File: src/rtl/bebt_pkg.sv
// Shared constants of the bus event and break trigger block.
// Assumes a 32-bit APB slave port and a single pclk domain.

package bebt_pkg;

	// ----------------------------------------------------------------
	// Widths and counts
	// ----------------------------------------------------------------
	localparam int ADDR_W = 24;
	localparam int DATA_W = 16;
	localparam int NCH    = 4;
	localparam int NMON   = 4;
	localparam int NPRB   = 4;
	localparam int DLY_W  = 16;
	localparam int TMR_W  = 32;
	localparam int PA_W   = 12;

	// Longest break postponement in bus cycles
	localparam logic [DLY_W-1:0] BDLY_MAX = 16'hFFFF;

	// ----------------------------------------------------------------
	// Register map (byte addresses)
	// ----------------------------------------------------------------
	localparam logic [PA_W-1:0] REG_CTRL = 12'h000;
	localparam logic [PA_W-1:0] REG_BDLY = 12'h004;
	localparam logic [PA_W-1:0] REG_STAT = 12'h008;
	localparam logic [PA_W-1:0] REG_TMR  = 12'h00C;
	localparam logic [PA_W-1:0] REG_TSEL = 12'h010;
	localparam logic [PA_W-1:0] MON_BASE = 12'h040;
	localparam logic [PA_W-1:0] CH_BASE  = 12'h080;
	localparam logic [2:0]      CH_LO    = 3'h0;
	localparam logic [2:0]      CH_HI    = 3'h1;
	localparam logic [2:0]      CH_DAT   = 3'h2;
	localparam logic [2:0]      CH_MSK   = 3'h3;
	localparam logic [2:0]      CH_CFG   = 3'h4;
	localparam logic [2:0]      CH_DLY   = 3'h5;

	// ----------------------------------------------------------------
	// Field positions
	// ----------------------------------------------------------------
	localparam int CTRL_BRK_LSB  = 0;
	localparam int CTRL_SEQ_EN   = 4;
	localparam int CTRL_SEQ_LSB  = 5;
	localparam int CTRL_LVL_POL  = 7;
	localparam int CTRL_HALT_CLR = 8;
	localparam int CTRL_TMR_EN   = 9;
	localparam int CTRL_W        = 10;
	localparam int TSEL_STOP_LSB = 4;
	localparam int MON_EN_BIT    = 31;
	localparam int CFG_DIR_LSB   = 0;
	localparam int CFG_DATA_EN   = 2;
	localparam int CFG_TYPE_EN   = 3;
	localparam int CFG_TYPE_LSB  = 4;
	localparam int CFG_AREA_EN   = 6;
	localparam int CFG_AREA_LSB  = 7;
	localparam int CFG_PEN_LSB   = 9;
	localparam int CFG_PVAL_LSB  = 13;
	localparam int CFG_LVL_EN    = 17;
	localparam int CFG_ADDR_EN   = 18;
	localparam int CFG_CH_EN     = 19;
	localparam int CFG_W         = 20;
	localparam int STAT_HALTED   = 0;
	localparam int STAT_BDLY     = 1;
	localparam int STAT_TRUN     = 2;
	localparam int STAT_TDONE    = 3;
	localparam int STAT_SEQ_LSB  = 4;

	// ----------------------------------------------------------------
	// Encodings and reset values
	// ----------------------------------------------------------------
	localparam logic [1:0]  DIR_ANY  = 2'h0;
	localparam logic [1:0]  DIR_RD   = 2'h1;
	localparam logic [1:0]  DIR_WR   = 2'h2;
	localparam logic [31:0] RST_WORD = 32'h0000_0000;

	typedef enum logic [1:0] {TMR_IDLE, TMR_RUN, TMR_DONE} bebt_tmr_e;

endpackage : bebt_pkg

File: src/rtl/bebt_top.sv
// Event detection, break and timing logic watching an emulated MCU bus.
// Assumes the bus cycle signals are synchronous to pclk with one
// bus_valid pulse per bus cycle; probe pins are asynchronous.
`timescale 1ns/1ps

// Contract
// - A channel can match a bus address inside a programmed range, a single address included.
// - A channel can accept only reads, only writes or either direction.
// - A channel can compare bus data with a pattern, ignoring bits cleared in the mask.
// - A channel can require a given access type such as transfer-controller or prefetch.
// - A channel can require a given access area such as on-chip ROM or RAM.
// - A channel can require chosen levels on any subset of the four probe inputs.
// - A channel can postpone its trigger by a programmed number of bus cycles.
// - Execution halts when a selected event or ordered sequence of events becomes active.
// - The halt can be deferred by up to 65535 bus cycles.
// - Elapsed time is measured from a first event to a second event.
// - The level probe input is an event condition, matching low or high as software selects.
// - The trigger probe output goes high when any of the four monitor settings matches.
module bebt_top (
	input  wire logic                        pclk,
	input  wire logic                        presetn,
	input  wire logic [bebt_pkg::PA_W-1:0]   paddr,
	input  wire logic                        psel,
	input  wire logic                        penable,
	input  wire logic                        pwrite,
	input  wire logic [31:0]                 pwdata,
	output logic                             pready,
	output logic [31:0]                      prdata,
	output logic                             pslverr,
	input  wire logic                        bus_valid,
	input  wire logic [bebt_pkg::ADDR_W-1:0] bus_addr,
	input  wire logic                        bus_write,
	input  wire logic [bebt_pkg::DATA_W-1:0] bus_data,
	input  wire logic [1:0]                  bus_type,
	input  wire logic [1:0]                  bus_area,
	input  wire logic [bebt_pkg::NPRB-1:0]   probe_in,
	input  wire logic                        level_condition_probe_in,
	output logic                             monitor_trigger_probe_out,
	output logic                             break_req
);
	import bebt_pkg::*;

	logic [ADDR_W-1:0] ch_lo_ff  [NCH];
	logic [ADDR_W-1:0] ch_hi_ff  [NCH];
	logic [DATA_W-1:0] ch_dat_ff [NCH];
	logic [DATA_W-1:0] ch_msk_ff [NCH];
	logic [CFG_W-1:0]  ch_cfg_ff [NCH];
	logic [DLY_W-1:0]  ch_dly_ff [NCH];
	logic [31:0]       mon_ff    [NMON];
	logic [CTRL_W-1:0] ctrl_ff;
	logic [DLY_W-1:0]  bdly_ff;
	logic [3:0]        tsel_ff;
	logic [NPRB:0]     prb_s1_ff;
	logic [NPRB:0]     prb_s2_ff;
	logic [NCH-1:0]    ch_hit;
	logic [NCH-1:0]    ch_trig;
	logic [NMON-1:0]   mon_hit;
	logic              lvl_hit;
	logic              wr_en;
	logic              setup;
	logic              sel_ch;
	logic              sel_mon;
	logic [1:0]        ch_idx;
	logic [2:0]        ch_reg;
	logic [1:0]        mon_idx;
	logic              dec_ok;
	logic [31:0]       rd_mux;
	logic [31:0]       prdata_ff;
	logic              pslverr_ff;
	logic [1:0]        stage_ff;
	logic              brk_fire;
	logic [DLY_W-1:0]  bcnt_ff;
	logic              bbusy_ff;
	logic              halted_ff;
	logic              halt_set;
	logic              halt_clr;
	logic              mon_out_ff;
	bebt_tmr_e         tmr_ff;
	logic [TMR_W-1:0]  tmr_cnt_ff;
	logic              tmr_start;
	logic              tmr_stop;

	// ----------------------------------------------------------------
	// Probe synchronisers
	// ----------------------------------------------------------------
	// Pins come from the user system, so two flops before any use
	always_ff @(posedge pclk or negedge presetn) begin
		if (!presetn) begin
			prb_s1_ff <= '0;
			prb_s2_ff <= '0;
		end else begin
			prb_s1_ff <= {level_condition_probe_in, probe_in};
			prb_s2_ff <= prb_s1_ff;
		end
	end

	// Software picks which level of the probe counts as a match
	assign lvl_hit = prb_s2_ff[NPRB] == ctrl_ff[CTRL_LVL_POL];

	// ----------------------------------------------------------------
	// APB decode
	// ----------------------------------------------------------------
	assign setup   = psel && !penable;
	assign wr_en   = psel && penable && pwrite && dec_ok;
	assign sel_ch  = paddr[PA_W-1:7] == CH_BASE[PA_W-1:7];
	assign sel_mon = (paddr & 12'hFF0) == MON_BASE;
	assign ch_idx  = paddr[6:5];
	assign ch_reg  = paddr[4:2];
	assign mon_idx = paddr[3:2];

	always_comb begin
		dec_ok = 1'b1;
		rd_mux = RST_WORD;
		if (paddr[1:0] != 2'h0) begin
			dec_ok = 1'b0;
		end else if (sel_ch) begin
			unique case (ch_reg)
				CH_LO:   rd_mux = 32'(ch_lo_ff[ch_idx]);
				CH_HI:   rd_mux = 32'(ch_hi_ff[ch_idx]);
				CH_DAT:  rd_mux = 32'(ch_dat_ff[ch_idx]);
				CH_MSK:  rd_mux = 32'(ch_msk_ff[ch_idx]);
				CH_CFG:  rd_mux = 32'(ch_cfg_ff[ch_idx]);
				CH_DLY:  rd_mux = 32'(ch_dly_ff[ch_idx]);
				default: dec_ok = 1'b0;
			endcase
		end else if (sel_mon) begin
			rd_mux = mon_ff[mon_idx];
		end else begin
			unique case (paddr)
				REG_CTRL: rd_mux = 32'(ctrl_ff);
				REG_BDLY: rd_mux = 32'(bdly_ff);
				REG_STAT: begin
					rd_mux[STAT_HALTED]        = halted_ff;
					rd_mux[STAT_BDLY]          = bbusy_ff;
					rd_mux[STAT_TRUN]          = tmr_ff == TMR_RUN;
					rd_mux[STAT_TDONE]         = tmr_ff == TMR_DONE;
					rd_mux[STAT_SEQ_LSB +: 2]  = stage_ff;
				end
				REG_TMR:  rd_mux = tmr_cnt_ff;
				REG_TSEL: rd_mux = 32'(tsel_ff);
				default:  dec_ok = 1'b0;
			endcase
		end
	end

	// Read data and error are fetched in the setup phase
	always_ff @(posedge pclk or negedge presetn) begin
		if (!presetn) begin
			prdata_ff  <= RST_WORD;
			pslverr_ff <= 1'b0;
		end else if (setup) begin
			prdata_ff  <= pwrite ? RST_WORD : rd_mux;
			pslverr_ff <= !dec_ok;
		end else if (psel && penable) begin
			pslverr_ff <= 1'b0;
		end
	end

	// No wait states
	assign pready  = 1'b1;
	assign prdata  = prdata_ff;
	assign pslverr = pslverr_ff;

	// ----------------------------------------------------------------
	// Configuration registers
	// ----------------------------------------------------------------
	always_ff @(posedge pclk or negedge presetn) begin
		if (!presetn) begin
			for (int i = 0; i < NCH; i++) begin
				ch_lo_ff[i]  <= '0;
				ch_hi_ff[i]  <= '0;
				ch_dat_ff[i] <= '0;
				ch_msk_ff[i] <= '0;
				ch_cfg_ff[i] <= '0;
				ch_dly_ff[i] <= '0;
			end
		end else if (wr_en && sel_ch) begin
			unique case (ch_reg)
				CH_LO:   ch_lo_ff[ch_idx]  <= pwdata[ADDR_W-1:0];
				CH_HI:   ch_hi_ff[ch_idx]  <= pwdata[ADDR_W-1:0];
				CH_DAT:  ch_dat_ff[ch_idx] <= pwdata[DATA_W-1:0];
				CH_MSK:  ch_msk_ff[ch_idx] <= pwdata[DATA_W-1:0];
				CH_CFG:  ch_cfg_ff[ch_idx] <= pwdata[CFG_W-1:0];
				CH_DLY:  ch_dly_ff[ch_idx] <= pwdata[DLY_W-1:0];
				default: ;
			endcase
		end
	end

	always_ff @(posedge pclk or negedge presetn) begin
		if (!presetn) begin
			for (int i = 0; i < NMON; i++) begin
				mon_ff[i] <= RST_WORD;
			end
		end else if (wr_en && sel_mon) begin
			mon_ff[mon_idx] <= pwdata;
		end
	end

	// Halt clear bit is a strobe and is not stored
	always_ff @(posedge pclk or negedge presetn) begin
		if (!presetn) begin
			ctrl_ff <= '0;
			bdly_ff <= '0;
			tsel_ff <= '0;
		end else if (wr_en && !sel_ch && !sel_mon) begin
			if (paddr == REG_CTRL) begin
				ctrl_ff <= pwdata[CTRL_W-1:0] & ~(10'h001 << CTRL_HALT_CLR);
			end
			if (paddr == REG_BDLY) begin
				bdly_ff <= pwdata[DLY_W-1:0];
			end
			if (paddr == REG_TSEL) begin
				tsel_ff <= pwdata[3:0];
			end
		end
	end

	assign halt_clr = wr_en && paddr == REG_CTRL && pwdata[CTRL_HALT_CLR];

	// ----------------------------------------------------------------
	// Range channels
	// ----------------------------------------------------------------
	for (genvar g = 0; g < NCH; g++) begin : g_ch
		bebt_range_chan u_chan (
			.pclk      (pclk),
			.presetn   (presetn),
			.bus_valid (bus_valid),
			.bus_addr  (bus_addr),
			.bus_write (bus_write),
			.bus_data  (bus_data),
			.bus_type  (bus_type),
			.bus_area  (bus_area),
			.probe_lvl (prb_s2_ff[NPRB-1:0]),
			.lvl_hit   (lvl_hit),
			.addr_lo   (ch_lo_ff[g]),
			.addr_hi   (ch_hi_ff[g]),
			.data_val  (ch_dat_ff[g]),
			.data_mask (ch_msk_ff[g]),
			.cfg       (ch_cfg_ff[g]),
			.dly       (ch_dly_ff[g]),
			.hit       (ch_hit[g]),
			.trig      (ch_trig[g])
		);
	end

	// ----------------------------------------------------------------
	// Break sequencing
	// ----------------------------------------------------------------
	// Sequence runs channel 0 upward to the programmed last stage
	always_comb begin
		if (ctrl_ff[CTRL_SEQ_EN]) begin
			brk_fire = ch_trig[stage_ff] && stage_ff == ctrl_ff[CTRL_SEQ_LSB +: 2];
		end else begin
			brk_fire = |(ch_trig & ctrl_ff[CTRL_BRK_LSB +: NCH]);
		end
	end

	always_ff @(posedge pclk or negedge presetn) begin
		if (!presetn) begin
			stage_ff <= '0;
		end else if (!ctrl_ff[CTRL_SEQ_EN]) begin
			stage_ff <= '0;
		end else if (ch_trig[stage_ff]) begin
			stage_ff <= brk_fire ? 2'h0 : stage_ff + 2'h1;
		end
	end

	// ----------------------------------------------------------------
	// Break delay and halt request
	// ----------------------------------------------------------------
	// A fire during a running delay is dropped; the first one wins
	always_ff @(posedge pclk or negedge presetn) begin
		if (!presetn) begin
			bcnt_ff  <= '0;
			bbusy_ff <= 1'b0;
		end else if (bbusy_ff) begin
			if (bus_valid) begin
				bcnt_ff <= bcnt_ff - 16'h0001;
				if (bcnt_ff == 16'h0001) begin
					bbusy_ff <= 1'b0;
				end
			end
		end else if (brk_fire && bdly_ff != '0) begin
			bcnt_ff  <= bdly_ff;
			bbusy_ff <= 1'b1;
		end
	end

	assign halt_set = (brk_fire && !bbusy_ff && bdly_ff == '0) ||
	                  (bbusy_ff && bus_valid && bcnt_ff == 16'h0001);

	// Set wins over a clear in the same cycle
	always_ff @(posedge pclk or negedge presetn) begin
		if (!presetn) begin
			halted_ff <= 1'b0;
		end else if (halt_set) begin
			halted_ff <= 1'b1;
		end else if (halt_clr) begin
			halted_ff <= 1'b0;
		end
	end

	assign break_req = halted_ff;

	// ----------------------------------------------------------------
	// Execution timer
	// ----------------------------------------------------------------
	assign tmr_start = ch_trig[tsel_ff[1:0]];
	assign tmr_stop  = ch_trig[tsel_ff[TSEL_STOP_LSB-2 +: 2]];

	// Counts pclk cycles; clearing the enable rearms it
	always_ff @(posedge pclk or negedge presetn) begin
		if (!presetn) begin
			tmr_ff     <= TMR_IDLE;
			tmr_cnt_ff <= '0;
		end else if (!ctrl_ff[CTRL_TMR_EN]) begin
			tmr_ff <= TMR_IDLE;
		end else begin
			unique case (tmr_ff)
				TMR_IDLE: begin
					if (tmr_start) begin
						tmr_ff     <= TMR_RUN;
						tmr_cnt_ff <= '0;
					end
				end
				TMR_RUN: begin
					tmr_cnt_ff <= tmr_cnt_ff + 32'h0000_0001;
					if (tmr_stop) begin
						tmr_ff <= TMR_DONE;
					end
				end
				TMR_DONE: ;
			endcase
		end
	end

	// ----------------------------------------------------------------
	// Bus monitor trigger probe
	// ----------------------------------------------------------------
	for (genvar m = 0; m < NMON; m++) begin : g_mon
		assign mon_hit[m] = mon_ff[m][MON_EN_BIT] && bus_addr == mon_ff[m][ADDR_W-1:0];
	end

	// One pclk high per matching bus cycle
	always_ff @(posedge pclk or negedge presetn) begin
		if (!presetn) begin
			mon_out_ff <= 1'b0;
		end else begin
			mon_out_ff <= bus_valid && |mon_hit;
		end
	end

	assign monitor_trigger_probe_out = mon_out_ff;

endmodule : bebt_top

File: src/rtl/bebt_range_chan.sv
// One range channel: qualifier match and postponed trigger.
// Assumes bus signals and probe levels already sit in the pclk domain.
`timescale 1ns/1ps

module bebt_range_chan (
	input  wire logic                        pclk,
	input  wire logic                        presetn,
	input  wire logic                        bus_valid,
	input  wire logic [bebt_pkg::ADDR_W-1:0] bus_addr,
	input  wire logic                        bus_write,
	input  wire logic [bebt_pkg::DATA_W-1:0] bus_data,
	input  wire logic [1:0]                  bus_type,
	input  wire logic [1:0]                  bus_area,
	input  wire logic [bebt_pkg::NPRB-1:0]   probe_lvl,
	input  wire logic                        lvl_hit,
	input  wire logic [bebt_pkg::ADDR_W-1:0] addr_lo,
	input  wire logic [bebt_pkg::ADDR_W-1:0] addr_hi,
	input  wire logic [bebt_pkg::DATA_W-1:0] data_val,
	input  wire logic [bebt_pkg::DATA_W-1:0] data_mask,
	input  wire logic [bebt_pkg::CFG_W-1:0]  cfg,
	input  wire logic [bebt_pkg::DLY_W-1:0]  dly,
	output logic                             hit,
	output logic                             trig
);
	import bebt_pkg::*;

	logic             addr_ok;
	logic             dir_ok;
	logic             data_ok;
	logic             type_ok;
	logic             area_ok;
	logic             probe_ok;
	logic             lvl_ok;
	logic [1:0]       dir;
	logic [NPRB-1:0]  pen;
	logic [NPRB-1:0]  pval;
	logic [DLY_W-1:0] cnt_ff;
	logic             busy_ff;
	logic             trig_ff;

	// ----------------------------------------------------------------
	// Qualifiers
	// ----------------------------------------------------------------
	assign dir  = cfg[CFG_DIR_LSB +: 2];
	assign pen  = cfg[CFG_PEN_LSB +: NPRB];
	assign pval = cfg[CFG_PVAL_LSB +: NPRB];

	assign addr_ok  = !cfg[CFG_ADDR_EN] || (bus_addr >= addr_lo && bus_addr <= addr_hi);
	assign dir_ok   = (dir == DIR_ANY) || (dir == DIR_RD && !bus_write) ||
	                  (dir == DIR_WR && bus_write);
	assign data_ok  = !cfg[CFG_DATA_EN] || (((bus_data ^ data_val) & data_mask) == '0);
	assign type_ok  = !cfg[CFG_TYPE_EN] || (bus_type == cfg[CFG_TYPE_LSB +: 2]);
	assign area_ok  = !cfg[CFG_AREA_EN] || (bus_area == cfg[CFG_AREA_LSB +: 2]);
	assign probe_ok = &((probe_lvl ~^ pval) | ~pen);
	assign lvl_ok   = !cfg[CFG_LVL_EN] || lvl_hit;

	// All enabled qualifiers on the same bus cycle
	assign hit = cfg[CFG_CH_EN] && bus_valid && addr_ok && dir_ok && data_ok &&
	             type_ok && area_ok && probe_ok && lvl_ok;

	// ----------------------------------------------------------------
	// Postponed trigger, counted in bus cycles
	// ----------------------------------------------------------------
	// New hits while counting are ignored, not queued
	always_ff @(posedge pclk or negedge presetn) begin
		if (!presetn) begin
			cnt_ff  <= '0;
			busy_ff <= 1'b0;
			trig_ff <= 1'b0;
		end else begin
			trig_ff <= 1'b0;
			if (bus_valid && busy_ff) begin
				if (cnt_ff == 16'h0001) begin
					busy_ff <= 1'b0;
					trig_ff <= 1'b1;
				end
				cnt_ff <= cnt_ff - 16'h0001;
			end else if (hit) begin
				if (dly == '0) begin
					trig_ff <= 1'b1;
				end else begin
					cnt_ff  <= dly;
					busy_ff <= 1'b1;
				end
			end
		end
	end

	assign trig = trig_ff;

endmodule : bebt_range_chan

File: config.mk
export PLATFORM = sky130hd
export DESIGN_NAME = bebt_top
export DESIGN_NICKNAME = d
export VERILOG_FILES = /design/src/rtl/bebt_pkg.sv /design/src/rtl/bebt_top.sv /design/src/rtl/bebt_range_chan.sv
export SDC_FILE = /design/constraint.sdc
export NUM_CORES = 2
export LEC_CHECK = 0
export BUFFER_PORTS_ARGS = -buffer_cell sky130_fd_sc_hd__buf_2
export CORE_MARGIN = 1
export CORE_UTILIZATION = 35
export CTS_CLUSTER_DIAMETER = 120
export DETAILED_ROUTE_END_ITERATION = 16
export PLACE_DENSITY = 0.62
export SLEW_MARGIN = 20
export SYNTH_ARGS = -nofsm -noshare
export SYNTH_HDL_FRONTEND = slang
export SYNTH_HIERARCHICAL = 1
export SYNTH_SLANG_ARGS = --single-unit
File: constraint.sdc
create_clock -name pclk -period 6.8 [get_ports pclk]
set_input_delay 0.68 -clock pclk [delete_from_list [all_inputs] [get_ports pclk]]
set_output_delay 0.68 -clock pclk [all_outputs]
set_load 0.03 [all_outputs]
# [Yosys cells after proc, flatten, opt, wreduce, memory -nomap -nowiden]
# Cells that the tools add are included.
# Widths: inputs -> output; s select.
[totals] out_inout_bits=36 ff_bits=791 word_cells=452
[classes] n_reduce_logical=180 mux=119 eq_ne=54 order_cmp=15 add_sub_neg=7 n_bitwise=23
[op_table] op="$mux 16" count=22
[op_table] op="$mux 32" count=8
[op_table] op="$bwmux 64" count=3
[op_table] op="$bwmux 96" count=2
[op_table] op="$logic_not 16->1" count=9
[op_table] op="$pmux 24 s6" count=1
[op_table] op="$bwmux 128" count=1
[op_table] op="$mux 24" count=5
[op_table] op="$bmux 16 s2" count=3
[op_table] op="$bmux 24 s2" count=2
[op_table] op="$eq 24x24->1" count=4
[op_table] op="$ge 24x24->1" count=4
[op_table] op="$le 24x24->1" count=4
[op_table] op="$bwmux 80" count=1
[op_table] op="$eq 16x1->1 const B" count=5
[op_table] op="$sub 16x1->16 const B" count=5
[op_table] op="$pmux 26 s3" count=1
[op_table] op="$logic_and 1x1->1" count=71
[op_table] op="$and 16x16->16" count=4
[op_table] op="$bmux 32 s2" count=1
[op_table] op="$demux 32 s2" count=1
[op_table] op="$pmux 32 s2" count=1
[op_table] op="$xor 16x16->16" count=4
[op_table] op="$mux 20" count=3
[op_table] op="other kinds (48)" count=233

# [Logic depth before layout (Yosys ltp)]
[logic_depth] word_depth=12 ltp_mapped=12

# [Modules after synthesis]
# Netlist, hierarchy kept.
[by_module_without_submodules] mod="bebt_top" area_per_inst_um2=34400.5 cells_per_inst=2492 instances=1
[by_module_without_submodules] mod="bebt_range_chan" area_per_inst_um2=2791.4 cells_per_inst=362 instances=4

# [Least setup slack after synthesis]
# Ideal clock, no wire load.
[synth_path] kind="input-to-reg" start="input port paddr[4] (netlist bit)" end="register mon_ff[121] (netlist bit)" setup_ns=0.125 setup_slack_ns=3.938 t_required_ns=6.675 arrival_ns=2.737 cell_stages=7 path_cell_list="buf_2 > nor3b_2 > nand2_1 > a2111oi_4 > nor4b_2 > buf_2 > mux2_2"
[synth_via] elab_chain_len=8 word_cells_on_any_way=21 cone_classes="eq/ne: 10; mux: 5; reduce/logical: 6"
[synth_lines] item="from (decl)" line_no="bebt_top.sv:22" source="input wire logic [bebt_pkg::PA_W-1:0] paddr,"
[synth_lines] item="$eq 12x3->1 (tied with other cells)" line_no="bebt_top.sv:129" source="unique case (paddr)"
[synth_lines] item="$reduce_or 5->1 (no line)"
[synth_lines] item="$mux 1" line_no="bebt_top.sv:129"
[synth_lines] item="$mux 1" line_no="bebt_top.sv:126" source="end else if (sel_mon) begin"
[synth_lines] item="$mux 1" line_no="bebt_top.sv:116" source="end else if (sel_ch) begin"
[synth_lines] item="$mux 1" line_no="bebt_top.sv:114" source="if (paddr[1:0] != 2'h0) begin"
[synth_lines] item="$logic_and 1x1->1" line_no="bebt_top.sv:104" source="assign wr_en = psel && penable && pwrite && dec_ok;"
[synth_lines] item="$logic_and 1x1->1 *" line_no="bebt_top.sv:195" source="end else if (wr_en && sel_mon) begin"
[synth_lines] item="to (signal, indexed assignment)" line_no="bebt_top.sv:196" source="mon_ff[mon_idx] <= pwdata;"
[synth_lines] item="to (decl)" line_no="bebt_top.sv:49" source="logic [31:0] mon_ff [NMON];"
# Every way passes the cells marked *; elsewhere a longest branch is shown, timed or not.
# A chain may end at the register's enable or synchronous reset.

# [Worst setup path after layout]
[layout_path] start="input port paddr[8] (netlist bit)" end="register ch_dat_ff[19] (netlist bit)"
[layout_via] elab_chain_len=9 word_cells_on_any_way=15 cone_classes="eq/ne: 6; mux: 4; reduce/logical: 5"
[layout_lines] item="$eq 12x3->1 (tied with other cells)" line_no="bebt_top.sv:129"
[layout_lines] item="$reduce_or 5->1 (no line)"
[layout_lines] item="$mux 1" line_no="bebt_top.sv:129"
[layout_lines] item="$mux 1" line_no="bebt_top.sv:126"
[layout_lines] item="$mux 1" line_no="bebt_top.sv:116"
[layout_lines] item="$mux 1" line_no="bebt_top.sv:114"
[layout_lines] item="$logic_and 1x1->1" line_no="bebt_top.sv:104"
[layout_lines] item="$logic_and 1x1->1 *" line_no="bebt_top.sv:177" source="end else if (wr_en && sel_ch) begin"
[layout_lines] item="$reduce_and 2->1 (no line) *"
[layout_lines] item="to (signal, indexed assignment)" line_no="bebt_top.sv:181" source="CH_DAT: ch_dat_ff[ch_idx] <= pwdata[DATA_W-1:0];"
[layout_lines] item="to (decl)" line_no="bebt_top.sv:45" source="logic [DATA_W-1:0] ch_dat_ff [NCH];"
# Marks and branches as above.

==> flow_summary.yaml <==
power_and_ir_drop:
  finalPower_w: 0.01076
  peakVddDrop_mv: 0.2280
  leakage_nw: 23.26
  p_per_area_nw_per_um2: 210.6
die:
  num_rows: 132
  die_h_um: 362.8
  initial_utilization_pct: 35.24
  die_area_sq_um: 131600
  core-area_sq_um: 129300
  die_w_um: 362.8
  ioPinCount: 136
drt:
  drt-total-wl_mm: 147.9
  drt-pass1-iter-count: 6
  drtIter0Drc: 3344
  wl_met1_mm: 64.02
  route.met3.wl_mm: 12.27
  vias_per_cell: 5.796
  remaining_drc_errors: 0
  via_count: 33660
  met2WireLength_mm: 66.27
  drt.antenna.violating_nets: 0
  wl_per_cell_um: 25.46
  top_layer_used: "met5"
timing:
  hold_viol_final: 0
  clock_skew_ns: 0.02909
  setup_viol: 0
  maxSlewHeadroom_pct: 21.79
  tightest_slew_ns: 1.164
  slew_violations: 0
  rsz0062_at_grt: "false"
  post-route-min-period_ns: 4.149
  min_period_over_period_pct: 61.01
  setup_tns_ns: 0
  hold_ws_ns: 0.03729
  clock.fmax_ghz: 0.2410
place:
  portBuffers: 134
  gp_congestion: 0.9740
  dp.cells: 5636
  dp_hpwl_mm: 104.9
cts:
  clock_path_buffers: 3
  clk_latency_ns: 0.68
  cts_tree: "yes"
  clkSinkCount: 791
  htreeDepth: 3
  cts_resized: 0
  cts_hold_buf: 0
  cts_buffers: 88
  clk_pin_slew_worst_paths_ns: 0.06
  postCtsSetupRepairBufs: 0
  clk_root_buffer_cell: "clkbuf_16"
cells_and_area:
  layout_commonest_cell: "dfrtp_1"
  mostFrequentLayoutCells: "dfrtp_1 (791), mux2_2 (619), nand2_1 (233)"
  fill_cells: 12390
  final_cells: 5808
  layout-drive-gt1-share_pct: 29.22
  area_delta_synth_final_pct: 12.14
  layout.nets: 4287
yosys:
  ys_ff_latch: 791
  synth_edf_count: 0
  ys_async_sr_fraction_pct: 100.0
  synthCells: 3940
  synthFlopType: "dfrtp_1"
  ys_seq_area_share_pct: 43.44
  yosys_warnings: 6
  ys_types: 85
  syn-num-nets: 4243
  netlist_area_sq_um: 45570
  avgSynthCellArea_sq_um: 11.57
setup_path:
  arrival_ns: 4.69
  path_max_fanout: 16
  crit_type: "in -> reg"
  crit_required_ns: 7.34
  crit_path_start_kind: "input port"
  critPathCaptureType: "flip-flop"
grt:
  grt_overflow: 0
  grt_antenna_before_repair: 26
  grt_use_total_pct: 22.21
  grt_max_degree: 153
  grt_pass1_vias: 32630
  grt_pass1_wl_mm: 219.5
status:
  status: "finished, final reports clean"
job:
  cap_violations: 0
worst_hold_path:
  hp-class: "in -> async"
-- power breakdown --
group	leakage, nW	internal (W)	total [W]	switching, W
sequential	10.9	0.00475	0.00480	0.0000566
clock	1.50	0.00305	0.00512	0.00208
combinational	10.8	0.000267	0.000833	0.000566
total	23.3	0.00806	0.0108	0.00270
-- worst max-delay path: stages --
cell and delay [ns]:
buf_2 0.10, nor4_1 0.82, buf_4 0.26, nand4_1 0.27, nor3_1 1.02, nand2_1 0.96
mux2_2 0.55
-- cells in the mapped netlist, types with 11 or more instances --
| master | number | area (sq um) |
|---|---|---|
| dfrtp_1 | 791 | 19790 |
| mux2_2 | 619 | 6970 |
| nand2_1 | 237 | 889.6 |
| inv_1 | 231 | 867.1 |
| ha_1 | 203 | 2540 |
| xor2_1 | 161 | 1410 |
| clkbuf_1 | 160 | 600.6 |
| mux4_2 | 142 | 3198 |
| a21oi_1 | 138 | 690.7 |
| nor2_1 | 131 | 491.7 |
| o21ai_0 | 105 | 525.5 |
| nand3_1 | 100 | 500.5 |
| a22oi_1 | 88 | 660.6 |
| nor3_1 | 78 | 390.4 |
| nand4_1 | 65 | 406.6 |
| mux2i_1 | 61 | 610.6 |
| nor4_1 | 50 | 312.8 |
| xnor2_1 | 46 | 402.9 |
| buf_2 | 40 | 200.2 |
| o211ai_1 | 34 | 255.2 |
| buf_1 | 22 | 82.58 |
| nand3b_1 | 22 | 165.2 |
| nor3b_1 | 22 | 165.2 |
| a22o_1 | 20 | 175.2 |
| nor2b_1 | 19 | 118.9 |
| or3_1 | 19 | 118.9 |
| a211oi_1 | 18 | 135.1 |
| a31o_2 | 17 | 148.9 |
| and4_1 | 15 | 131.4 |
| and2_1 | 14 | 87.58 |
| mux2_1 | 14 | 157.7 |
| or4_1 | 14 | 105.1 |
| and3_1 | 13 | 81.33 |
| a32o_1 | 11 | 110.1 |
| nand2b_1 | 11 | 68.82 |
| o221a_2 | 11 | 123.9 |
-- cell families after synthesis --
logic type	share of synthesized area (%)
xor+xnor	3.979
flops	43.44
compound gates	8.721
buf+inv	4.155
simple gates	9.990
mux	24.13
fa+ha+maj	5.574
other cells	0.008230
-- per-stage QoR --
stage	setup WS (ns)	util (%)	area, sq um
6_report	2.651	39.51	51100
5_1_grt	2.694	39.50	51080
4_1_cts	2.801	39.49	51060
3_5_place_dp	2.110	37.12	48000
3_3_place_gp	1.971	37.12	48000
2_1_floorplan	3.938	-	45570
-- worst paths after layout --
check | cells past startpoint | endpoint | slack [ns] | from
worst max register to register | 9 | g_ch[1].u_chan/cnt_ff[12]$_DFFE_PN0P_ | 3.42 | prb_s2_ff[4]$_DFF_PN0_
min in group pclk | 1 | prb_s1_ff[0]$_DFF_PN0_ | 0.13 | probe_in[0]
worst max-delay path | 7 | ch_dat_ff[19]$_DFFE_PN0P_ | 2.65 | paddr[8]
worst min register to register | 0 | prb_s2_ff[4]$_DFF_PN0_ | 0.35 | prb_s1_ff[4]$_DFF_PN0_
max in group asynchronous | 3 | bdly_ff[2]$_DFFE_PN0P_ | 5.12 | presetn
worst min-delay path | 1 | pslverr$_DFFE_PN0P_ | 0.04 | presetn
-- metal layers --
layer | up-vias | GRT usage (%)
li1 | 14660 | -
met1 | 17420 | 30.86
met2 | 1271 | 33.95
met3 | 299 | 5.108
met4 | 18 | 7.330
met5 | - | 0
-- registers in the layout (all words and copies together) (netlist names), 32 cells and up --
| register | cells |
|---|---|
| ch_cfg_ff | 80 |
| ch_dat_ff | 64 |
| ch_dly_ff | 64 |
| ch_hi_ff | 96 |
| ch_lo_ff | 96 |
| ch_msk_ff | 64 |
| g_ch.u_chan/cnt_ff | 64 |
| mon_ff | 128 |
| prdata | 32 |
| tmr_cnt_ff | 32 |
-- cell type report --
type                    count  area, sq um  area share (%)
multi-input cells        2681        24000           46.96
clock buffers             125         2565           5.020
inverters                 231        867.1           1.697
flip-flops and latches    791        19790           38.74
well taps                1742         2180           4.266
clock inverters            37        493.0          0.9648
repair buffers            191         1179           2.307
diodes                     10        25.02         0.04897
Power figures use the tool's default switching activity.
